## config.mk

```make
export PLATFORM = sky130hd
export DESIGN_NAME = mcu_memory_address_map
export DESIGN_NICKNAME = d
export VERILOG_FILES = /design/src/design/map_pkg.sv /design/src/design/pc_sequencer.sv /design/src/design/mcu_memory_address_map.sv
export SDC_FILE = /design/constraint.sdc
export NUM_CORES = 2
export LEC_CHECK = 0
export ABC_AREA = 1
export BUFFER_PORTS_ARGS = -buffer_cell sky130_fd_sc_hd__buf_2
export CORE_MARGIN = 2
export CORE_UTILIZATION = 57
export DETAILED_ROUTE_END_ITERATION = 10
export PLACE_DENSITY = 0.83
export REMOVE_ABC_BUFFERS = 1
export SLEW_MARGIN = 20
export SYNTH_ARGS = -nofsm -noshare
export SYNTH_HDL_FRONTEND = slang
export SYNTH_SLANG_ARGS = --single-unit
export TNS_END_PERCENT = 1
```

## constraint.sdc

```tcl
create_clock -name clk -period 8.1 [get_ports clk]
set_input_delay 0 -clock clk [delete_from_list [all_inputs] [get_ports clk]]
set_output_delay 0 -clock clk [all_outputs]
set_load 0.01 [all_outputs]
```

## src/design/map_pkg.sv

```systemverilog
// constants shared by the memory address map and its program counter unit
// assumes a single 10 MHz clock and a synchronous active-high reset
package map_pkg;

  // program space
  localparam int PC_W = 10;                     // program counter width
  localparam int PROG_WORDS = 1024;             // program memory size
  localparam logic [9:0] VEC_RESET = 10'h000;   // power-on entry
  localparam logic [9:0] VEC_SW_IRQ = 10'h001;  // software interrupt entry
  localparam logic [9:0] VEC_HW_IRQ = 10'h008;  // hardware interrupt entry
  localparam int STACK_DEPTH = 8;               // hardware return stack levels

  // data page layout
  localparam int OFF_W = 6;                     // location bits within a bank
  localparam int BANK_MSB = 7;                  // bank bits in the pointer
  localparam int BANK_LSB = 6;
  localparam logic [5:0] SFR_LAST = 6'h0f;      // last special register offset
  localparam logic [5:0] GPR_FIRST = 6'h10;     // first general ram offset
  localparam int GPR_PER_BANK = 48;             // 0x10..0x3f
  localparam int GPR_BYTES = 96;                // two physical banks

  // general data page offsets
  localparam logic [5:0] OFF_INDIRECT = 6'h00;
  localparam logic [5:0] OFF_TIMER0 = 6'h01;
  localparam logic [5:0] OFF_PC_LOW = 6'h02;
  localparam logic [5:0] OFF_STATUS = 6'h03;
  localparam logic [5:0] OFF_PTR = 6'h04;
  localparam logic [5:0] OFF_PORT_A = 6'h05;
  localparam logic [5:0] OFF_PORT_B = 6'h06;
  localparam logic [5:0] OFF_HOLE_A = 6'h07;
  localparam logic [5:0] OFF_POWER = 6'h08;
  localparam logic [5:0] OFF_WAKE = 6'h09;
  localparam logic [5:0] OFF_PC_HIGH = 6'h0a;
  localparam logic [5:0] OFF_PLCON = 6'h0b;
  localparam logic [5:0] OFF_B_PULLUP = 6'h0c;
  localparam logic [5:0] OFF_HOLE_B = 6'h0d;
  localparam logic [5:0] OFF_IRQ_EN = 6'h0e;
  localparam logic [5:0] OFF_IRQ_FLAG = 6'h0f;

  // second page: implemented offsets as a bit mask (5,6,9,a,c,e,f)
  localparam logic [15:0] FPAGE_IMPL = 16'hd660;
  localparam int PAGE_ADDR_W = 4;               // second/third page offset bits

  // reset values
  localparam logic [7:0] STATUS_RST = 8'h18;    // to and pd flags set
  localparam logic [7:0] BYTE_ZERO = 8'h00;
  localparam logic [7:0] DIR_RST = 8'hff;       // all pins input

  // port bit positions used by the pin multiplexer
  localparam int PB_INT = 0;
  localparam int PB_IR = 1;
  localparam int PB_CK2 = 3;
  localparam int PB_PULSE2 = 4;
  localparam int PB_BUZZ2 = 5;
  localparam int PB_PULSE1 = 6;
  localparam int PB_BUZZ1 = 7;
  localparam int PA_CK01 = 4;
  localparam int PA_RST = 5;
  localparam int PA_ICLK = 7;

  // which page an access targets
  typedef enum logic [1:0] {page_r, page_f, page_s} page_e;

  // program counter operations issued by the core
  typedef enum logic [3:0] {
    op_hold, op_step, op_short_jump, op_short_call, op_acc_jump, op_acc_call,
    op_long_jump, op_long_call, op_return, op_sw_irq, op_hw_irq
  } pc_op_e;

endpackage

```

## src/design/pc_sequencer.sv

```systemverilog
// program counter and hardware return stack
// assumes the core issues one operation per enabled cycle
module pc_sequencer import map_pkg::*; #(
  parameter int DEPTH = STACK_DEPTH
) (
  // clock and reset
  input wire logic clk,
  input wire logic rst,
  input wire logic ce,
  // operation from the core
  input wire pc_op_e pc_op,
  input wire logic [PC_W-1:0] target,
  input wire logic [7:0] acc,
  input wire logic [1:0] page_bits,
  input wire logic low_wr,
  input wire logic [7:0] low_data,
  // current address
  output logic [PC_W-1:0] pc
);

  localparam int SP_W = $clog2(DEPTH);

  typedef struct packed {
    logic [PC_W-1:0] pc;                      // program counter
    logic [SP_W-1:0] sp;                      // next free stack slot
    logic [DEPTH-1:0][PC_W-1:0] stack;        // return addresses
  } seq_s;

  seq_s state_ff;
  seq_s nxt_state;

  // next state: jumps, calls, returns, vectors
  always_comb begin
    logic [PC_W-1:0] ret_addr;
    ret_addr = state_ff.pc + 10'h001;
    nxt_state = state_ff;
    if (ce) begin
      if (low_wr) begin
        // writing the low byte takes the upper bits from the buffer
        nxt_state.pc = {page_bits, low_data};
      end else begin
        case (pc_op)
          op_step: nxt_state.pc = ret_addr;
          op_short_jump: nxt_state.pc = {page_bits[1], target[8:0]};
          op_short_call: begin
            nxt_state.pc = {page_bits, target[7:0]};
            nxt_state.stack[state_ff.sp] = ret_addr;
            nxt_state.sp = state_ff.sp + 1'b1;
          end
          op_acc_jump: nxt_state.pc = {page_bits, acc};
          op_acc_call: begin
            nxt_state.pc = {page_bits, acc};
            nxt_state.stack[state_ff.sp] = ret_addr;
            nxt_state.sp = state_ff.sp + 1'b1;
          end
          op_long_jump: nxt_state.pc = target;
          op_long_call: begin
            nxt_state.pc = target;
            nxt_state.stack[state_ff.sp] = ret_addr;
            nxt_state.sp = state_ff.sp + 1'b1;
          end
          op_return: begin
            // every return kind pops the top entry
            nxt_state.pc = state_ff.stack[state_ff.sp - 1'b1];
            nxt_state.sp = state_ff.sp - 1'b1;
          end
          op_sw_irq: begin
            nxt_state.pc = VEC_SW_IRQ;
            nxt_state.stack[state_ff.sp] = ret_addr;
            nxt_state.sp = state_ff.sp + 1'b1;
          end
          op_hw_irq: begin
            nxt_state.pc = VEC_HW_IRQ;
            nxt_state.stack[state_ff.sp] = ret_addr;
            nxt_state.sp = state_ff.sp + 1'b1;
          end
          default: nxt_state.pc = state_ff.pc;  // hold
        endcase
      end
    end
  end

  // state register, stack wraps when overfilled
  always_ff @(posedge clk) begin
    if (rst) begin
      state_ff <= '0;
      state_ff.pc <= VEC_RESET;
    end else begin
      state_ff <= nxt_state;
    end
  end

  assign pc = state_ff.pc;

endmodule

```

## src/design/mcu_memory_address_map.sv

```systemverilog
// banked data memory decode, special register pages, program counter and pin functions
// assumes the core drives one data access and one pc operation per enabled cycle
module mcu_memory_address_map import map_pkg::*; #(
  parameter int RAM_BYTES = GPR_BYTES
) (
  // clock, reset, enable
  input wire logic clk,
  input wire logic rst,
  input wire logic ce,
  // data access from the core
  input wire logic acc_valid,
  input wire logic acc_write,
  input wire page_e acc_page,
  input wire logic [OFF_W-1:0] acc_opaddr,
  input wire logic [7:0] acc_wdata,
  output logic [7:0] acc_rdata,
  // program counter control from the core
  input wire pc_op_e pc_op,
  input wire logic [PC_W-1:0] pc_target,
  input wire logic [7:0] pc_acc,
  output logic [PC_W-1:0] pc,
  // port a pins
  input wire logic [7:0] port_a_in,
  output logic [7:0] port_a_out,
  output logic [7:0] port_a_oe,
  // port b pins
  input wire logic [7:0] port_b_in,
  output logic [7:0] port_b_out,
  output logic [7:0] port_b_oe,
  // pin function selects
  input wire logic external_irq_pin_select,
  input wire logic external_irq_enable,
  input wire logic reset_pin_en,
  input wire logic timer01_ext_sel,
  input wire logic timer2_ext_sel,
  input wire logic ir_mode_en,
  input wire logic ir_large_sink,
  input wire logic inst_clk_out_en,
  input wire logic pulse1_out_en,
  input wire logic cmp_out_en,
  input wire logic pulse2_out_en,
  input wire logic buzz1_out_en,
  input wire logic buzz2_out_en,
  // peripheral signals routed to pins
  input wire logic ir_carrier,
  input wire logic inst_clk,
  input wire logic pulse_output_one,
  input wire logic pulse_output_two,
  input wire logic comparator_output_pin,
  input wire logic buzzer_output_one,
  input wire logic buzzer_output_two,
  // pin functions routed to peripherals
  output logic external_irq_level,
  output logic external_reset_input_n,
  output logic timer01_external_clock,
  output logic timer2_external_clock,
  output logic ir_large_sink_drive
);

  // every register of the block
  typedef struct packed {
    logic [7:0] timer0;                       // timer0 count storage
    logic [7:0] status;                       // status flags
    logic [7:0] ptr;                          // file select pointer
    logic [7:0] pa_lat;                       // port a output latch
    logic [7:0] pb_lat;                       // port b output latch
    logic [7:0] power;                        // power control
    logic [7:0] wake;                         // port b wakeup control
    logic [7:0] pc_high;                      // pc high buffer
    logic [7:0] plcon;                        // pull low control
    logic [7:0] b_pullup;                     // port b pull high control
    logic [7:0] irq_en;                       // interrupt enable mask
    logic [7:0] irq_flag;                     // interrupt flags
    logic [15:0][7:0] fpg;                    // second page registers
    logic [15:0][7:0] spg;                    // third page registers
    logic [RAM_BYTES-1:0][7:0] gpr;           // general purpose ram
    logic [7:0] rdata;                        // read data register
  } map_s;

  map_s state_ff;
  map_s nxt_state;

  logic r_hit;                                // general page access this cycle
  logic [OFF_W-1:0] r_off;                    // effective location
  logic [1:0] r_bank;                         // effective bank
  logic low_wr;                               // low pc byte write

  // physical ram slot for a bank and location; banks 2 and 3 fold onto 0 and 1
  function automatic logic [6:0] gpr_slot(input logic [1:0] bank, input logic [OFF_W-1:0] off);
    logic [6:0] base;
    base = bank[0] ? 7'(GPR_PER_BANK) : 7'h00;
    gpr_slot = base + 7'(off - GPR_FIRST);
  endfunction

  // pin value when input, latch value when driven
  function automatic logic [7:0] port_read(input logic [7:0] pins, input logic [7:0] lat,
                                           input logic [7:0] dir);
    port_read = (pins & dir) | (lat & ~dir);
  endfunction

  // address formation for the general data page
  always_comb begin
    r_bank = state_ff.ptr[BANK_MSB:BANK_LSB];
    if (acc_opaddr == OFF_INDIRECT) begin
      r_off = state_ff.ptr[OFF_W-1:0];
    end else begin
      r_off = acc_opaddr;
    end
    r_hit = ce && acc_valid && (acc_page == page_r);
    low_wr = r_hit && acc_write && (r_off == OFF_PC_LOW);
  end

  // register reads and writes
  always_comb begin
    logic [7:0] rd;
    logic [6:0] slot;
    logic [PAGE_ADDR_W-1:0] pidx;
    rd = BYTE_ZERO;
    slot = gpr_slot(r_bank, r_off);
    pidx = acc_opaddr[PAGE_ADDR_W-1:0];  // bank bits play no part
    nxt_state = state_ff;
    if (ce && acc_valid) begin
      case (acc_page)
        page_r: begin
          if (r_off > SFR_LAST) begin
            // general ram, two physical banks
            if (acc_write) begin
              nxt_state.gpr[slot] = acc_wdata;
            end
            rd = state_ff.gpr[slot];
          end else begin
            // special registers ignore the bank: one copy only
            case (r_off)
              OFF_TIMER0: begin
                rd = state_ff.timer0;
                if (acc_write) nxt_state.timer0 = acc_wdata;
              end
              OFF_PC_LOW: rd = pc[7:0];  // write goes to the sequencer
              OFF_STATUS: begin
                rd = state_ff.status;
                if (acc_write) nxt_state.status = acc_wdata;
              end
              OFF_PTR: begin
                rd = state_ff.ptr;
                if (acc_write) nxt_state.ptr = acc_wdata;
              end
              OFF_PORT_A: begin
                rd = port_read(port_a_in, state_ff.pa_lat, state_ff.fpg[OFF_PORT_A[3:0]]);
                if (acc_write) nxt_state.pa_lat = acc_wdata;
              end
              OFF_PORT_B: begin
                rd = port_read(port_b_in, state_ff.pb_lat, state_ff.fpg[OFF_PORT_B[3:0]]);
                if (acc_write) nxt_state.pb_lat = acc_wdata;
              end
              OFF_POWER: begin
                rd = state_ff.power;
                if (acc_write) nxt_state.power = acc_wdata;
              end
              OFF_WAKE: begin
                rd = state_ff.wake;
                if (acc_write) nxt_state.wake = acc_wdata;
              end
              OFF_PC_HIGH: begin
                rd = state_ff.pc_high;
                if (acc_write) nxt_state.pc_high = acc_wdata;
              end
              OFF_PLCON: begin
                rd = state_ff.plcon;
                if (acc_write) nxt_state.plcon = acc_wdata;
              end
              OFF_B_PULLUP: begin
                rd = state_ff.b_pullup;
                if (acc_write) nxt_state.b_pullup = acc_wdata;
              end
              OFF_IRQ_EN: begin
                rd = state_ff.irq_en;
                if (acc_write) nxt_state.irq_en = acc_wdata;
              end
              OFF_IRQ_FLAG: begin
                rd = state_ff.irq_flag;
                if (acc_write) nxt_state.irq_flag = acc_wdata;
              end
              // holes at 7 and d, and the indirect port pointing at itself
              default: rd = BYTE_ZERO;
            endcase
          end
        end
        page_f: begin
          // reached only by the second page ops
          if (FPAGE_IMPL[pidx]) begin
            rd = state_ff.fpg[pidx];
            if (acc_write) nxt_state.fpg[pidx] = acc_wdata;
          end else begin
            rd = BYTE_ZERO;
          end
        end
        page_s: begin
          // reached only by the third page ops
          rd = state_ff.spg[pidx];
          if (acc_write) nxt_state.spg[pidx] = acc_wdata;
        end
        default: rd = BYTE_ZERO;
      endcase
      nxt_state.rdata = rd;
    end
  end

  // state register
  always_ff @(posedge clk) begin
    if (rst) begin
      state_ff <= '0;
      state_ff.status <= STATUS_RST;
      state_ff.fpg[OFF_PORT_A[3:0]] <= DIR_RST;
      state_ff.fpg[OFF_PORT_B[3:0]] <= DIR_RST;
    end else begin
      state_ff <= nxt_state;
    end
  end

  // program counter and stack; rolling code words are plain program space
  pc_sequencer #(
    .DEPTH(STACK_DEPTH)
  ) u_seq (
    .clk(clk),
    .rst(rst),
    .ce(ce),
    .pc_op(pc_op),
    .target(pc_target),
    .acc(pc_acc),
    .page_bits(state_ff.pc_high[1:0]),
    .low_wr(low_wr),
    .low_data(acc_wdata),
    .pc(pc)
  );

  assign acc_rdata = state_ff.rdata;

  // pin multiplexing: direction bit 1 means input
  always_comb begin
    logic [7:0] a_dir;
    logic [7:0] b_dir;
    a_dir = state_ff.fpg[OFF_PORT_A[3:0]];
    b_dir = state_ff.fpg[OFF_PORT_B[3:0]];
    port_a_out = state_ff.pa_lat;
    port_a_oe = ~a_dir;
    port_b_out = state_ff.pb_lat;
    port_b_oe = ~b_dir;
    // pa5 only sinks; never drives high
    port_a_out[PA_RST] = 1'b0;
    port_a_oe[PA_RST] = ~a_dir[PA_RST] & ~state_ff.pa_lat[PA_RST] & ~reset_pin_en;
    if (inst_clk_out_en) begin
      port_a_out[PA_ICLK] = inst_clk;
      port_a_oe[PA_ICLK] = 1'b1;
    end
    if (ir_mode_en) begin
      port_b_out[PB_IR] = ir_carrier;
      port_b_oe[PB_IR] = 1'b1;
    end
    if (pulse1_out_en) begin
      port_b_out[PB_PULSE1] = pulse_output_one;
      port_b_oe[PB_PULSE1] = 1'b1;
    end else if (cmp_out_en) begin
      port_b_out[PB_PULSE1] = comparator_output_pin;
      port_b_oe[PB_PULSE1] = 1'b1;
    end
    if (pulse2_out_en) begin
      port_b_out[PB_PULSE2] = pulse_output_two;
      port_b_oe[PB_PULSE2] = 1'b1;
    end
    if (buzz1_out_en) begin
      port_b_out[PB_BUZZ1] = buzzer_output_one;
      port_b_oe[PB_BUZZ1] = 1'b1;
    end
    if (buzz2_out_en) begin
      port_b_out[PB_BUZZ2] = buzzer_output_two;
      port_b_oe[PB_BUZZ2] = 1'b1;
    end
  end

  // pin functions toward the peripherals
  assign external_irq_level = port_b_in[PB_INT] & external_irq_pin_select & external_irq_enable;
  assign external_reset_input_n = reset_pin_en ? port_a_in[PA_RST] : 1'b1;
  assign timer01_external_clock = timer01_ext_sel & port_a_in[PA_CK01];
  assign timer2_external_clock = timer2_ext_sel & port_b_in[PB_CK2];
  assign ir_large_sink_drive = ir_mode_en & ir_large_sink;

endmodule

```

==> results.py <==
metrics = {
    "timing": {
        "rsz0062_at_grt": "no",
        "period_share_pct": 71.5,
        "hold_viol": 1,
        "finClkSkew_ns": 0.0271,
        "whs_ns": -0.000483,
        "timing.final.ws_setup_ns": 2.31,
        "max_freq_mhz": 173,
        "fin_crit_ns": 5.79,
        "final_max_slew_viol_count": 0,
        "worst_pin_slew_ns": 1.24,
        "slew_headroom_pct": 17.5,
        "setup_viol": 0,
    },
    "clock_tree": {
        "clk_pin_slew_worst_paths_ns": 0.07,
        "cts.sinks": 1189,
        "worstSkewPairLatency_ns": 0.71,
        "cts_buffers": 118,
        "ctsLongestPathBuffers": 3,
        "cts-root-buf": "clkbuf_16",
        "htreeDepth": 3,
        "cts_tree": "built",
    },
    "floorplanning": {
        "die_y_um": 314,
        "dieWidth_um": 314,
        "die_area_um2": 98600,
        "core_um2": 95200,
        "initial_core_util_pct": 57.6,
        "fp-row-count": 113,
        "io_pins": 134,
    },
    "global_route": {
        "grt_antenna_before_repair": 2,
        "grt_pass1_wl_um": 261000,
        "grt.met1_usage_pct": 43.1,
        "grt_usage_pct": 32.6,
        "overflow": 0,
        "top_usage_layer": "met2",
        "met3_usage_pct": 6.13,
        "grt_max_degree": 288,
        "grt_pass1_vias": 48423,
        "grt_use_met2_pct": 50.4,
    },
    "worst_setup_path": {
        "cp_max_fo": 59,
        "cp-start-kind": "register",
        "cp-end-kind": "register",
        "crit_arrival_ns": 6.45,
        "crit_type": "register to register",
        "cp_data_required_time_ns": 8.76,
    },
    "run_status": {
        "status": "finished with violations",
        "violations": "hold timing",
    },
    "min_path": {
        "hold_class": "input port to register",
    },
    "pwr": {
        "power_density_nw_per_um2": 216,
        "p_leak_nw": 23.3,
        "vdd_drop_max_uv": 170,
        "p_total_mw": 12.8,
    },
    "logic_synthesis": {
        "ys_seq_area_share_pct": 43.4,
        "ys.flop_type": "dfxtp_1",
        "syn_area_um2": 54800,
        "postSynthCellCount": 8099,
        "yosys_warnings": 0,
        "synth_area_leader_cell": "dfxtp_1",
        "post-synth-top-area-fraction_pct": 43.4,
        "synth_edf_count": 0,
        "async_flop_share_pct": 0,
        "synth.distinct_cells": 51,
        "netlist_top_cells_area": "dfxtp_1 (43%), o21ai_0 (14%), a21oi_1 (11%)",
        "syn_area_per_cell_um2": 6.77,
        "synth_seq_cells": 1189,
    },
    "placed_design": {
        "portBuffers": 132,
        "dp_cells": 8924,
        "hpwl_um": 97800,
        "preCtsSetupSlack_ns": 2.66,
        "place.gp.congestion": 0.998,
    },
    "layout": {
        "fin_util_pct": 62.4,
        "regArea_um2": 23800,
        "final_common_cell": "o21ai_0",
        "layout_common_cells": "o21ai_0 (1551), nand2_1 (1522), a21oi_1 (1222)",
        "final_cells": 9188,
        "syn_to_final_growth_pct": 8.38,
        "layout-drive-gt1-share_pct": 5.79,
        "multiInputGateArea_um2": 24500,
        "final_nets": 7914,
        "fill_cells": 8225,
    },
    "routing": {
        "drc_errors": 0,
        "drtIter0Drc": 7397,
        "viasPerCell": 5.82,
        "wl_per_cell_um": 18.3,
        "first_pass_iters": 7,
        "ant_nets": 0,
        "wl_um": 168000,
        "vias": 53474,
    },
    "run": {
        "drv_cap": 0,
    },
}
-- routing by layer --
| layer | vias up | wire [um] |
|---|---|---|
| met5 | - | 0 |
| met4 | 0 | 9210 |
| met3 | 634 | 17600 |
| met2 | 2856 | 74400 |
| met1 | 24288 | 66800 |
| li1 | 25696 | - |
-- path summary, 6_finish.rpt --
| check | start | slack, ns | endpoint | cells after the start |
|---|---|---|---|---|
| worst max-delay path | u_seq.state_ff[80]$_SDFFE_PP0P_ | 2.31 | u_seq.pc[2]$_SDFFE_PP0P_ | 15 |
| worst min-delay path | rst | -0.0005 | state_ff[60]$_SDFFE_PP0P_ | 4 |
| worst max register to register | u_seq.state_ff[80]$_SDFFE_PP0P_ | 2.31 | u_seq.pc[2]$_SDFFE_PP0P_ | 15 |
| worst min register to register | state_ff[1015]$_SDFFE_PP0P_ | 0.43 | state_ff[1015]$_SDFFE_PP0P_ | 2 |
-- metrics by stage --
stage,instance area (um^2),setup TNS (ns)
after detailed placement,54900,0
after floorplan,52000,-5684.60
after CTS,59400,0
final,59400,0
after global routing,59400,0
after global placement,54900,0
-- state kept, by name (all words and copies together), names as in the netlist --
name	count
u_seq.state_ff	83
port_b_out	3
port_a_out	6
u_seq.pc	10
state_ff	1077
acc_rdata	8
r_bank	2
-- Yosys cell counts, types with 32 or more instances --
| library cell | n |
|---|---|
| buf_4 | 36 |
| buf_1 | 41 |
| clkbuf_1 | 376 |
| nor2_1 | 494 |
| nand3_1 | 193 |
| inv_1 | 984 |
| a21oi_1 | 1222 |
| a211oi_1 | 36 |
| buf_2 | 181 |
| nand2_1 | 1523 |
| nand4_1 | 32 |
| o21ai_1 | 51 |
| dfxtp_1 | 1189 |
| o21ai_0 | 1551 |
-- power breakdown --
part           switching, mW  total [mW]  leakage, nW  internal, mW
clock network           2.37        5.74         2.00          3.37
logic                  0.886        1.19         11.7         0.301
registers             0.0154        5.88         9.58          5.86
total                   3.27        12.8         23.3          9.54
-- kinds of logic (layout without fill, tap and decap cells) --
logic type | count (synthesis) | after routing | synth area share [%]
adders and majority gates | 10 | 10 | 0.228
and+or+nand+nor | 2296 | 2296 | 16.7
DFF | 1189 | 1189 | 43.4
xor gates and xnor gates | 11 | 11 | 0.176
buffers and inverters | 1654 | 1477 | 12.0
AOI/OAI and AO/OA | 2938 | 2938 | 27.4
other | 1 | 2 | 0.00684
-- critical path: stages (launching register included) --
cell           delay, ns
dfxtp_1             0.31
buf_4               0.47
inv_2               0.39
ha_1                0.70
inv_1               0.77
a21oi_1             0.09
a22oi_1             0.30
o21ai_0             0.13
o21ai_0             0.33
o22ai_1             0.13
dlygate4sd3_1       0.59
nand2_1             0.10
o21ai_0             0.13
dlygate4sd3_1       0.61
a21oi_1             0.13
dlygate4sd3_1       0.56
-- area by class of cell --
class                           instances  area share, %
Clock inverter                         41          0.956
Clock buffer                          176           5.86
Antenna cell                            1        0.00421
Tap cell                             1265           2.66
Timing Repair Buffer                  242           2.80
Sequential cell                      1189           40.1
Multi-Input combinational cell       5256           41.2
Inverter                             1018           6.45
-- timing repair --
item                                    in CTS  in global routing
setup buffers                                0                  0
hold endpoints to repair                   169                  0
endpoints found under the setup margin       0                  0
hold buffers                                46                  0
resized for setup                            0                  0
No activity file was read; power rests on OpenSTA's default activity.
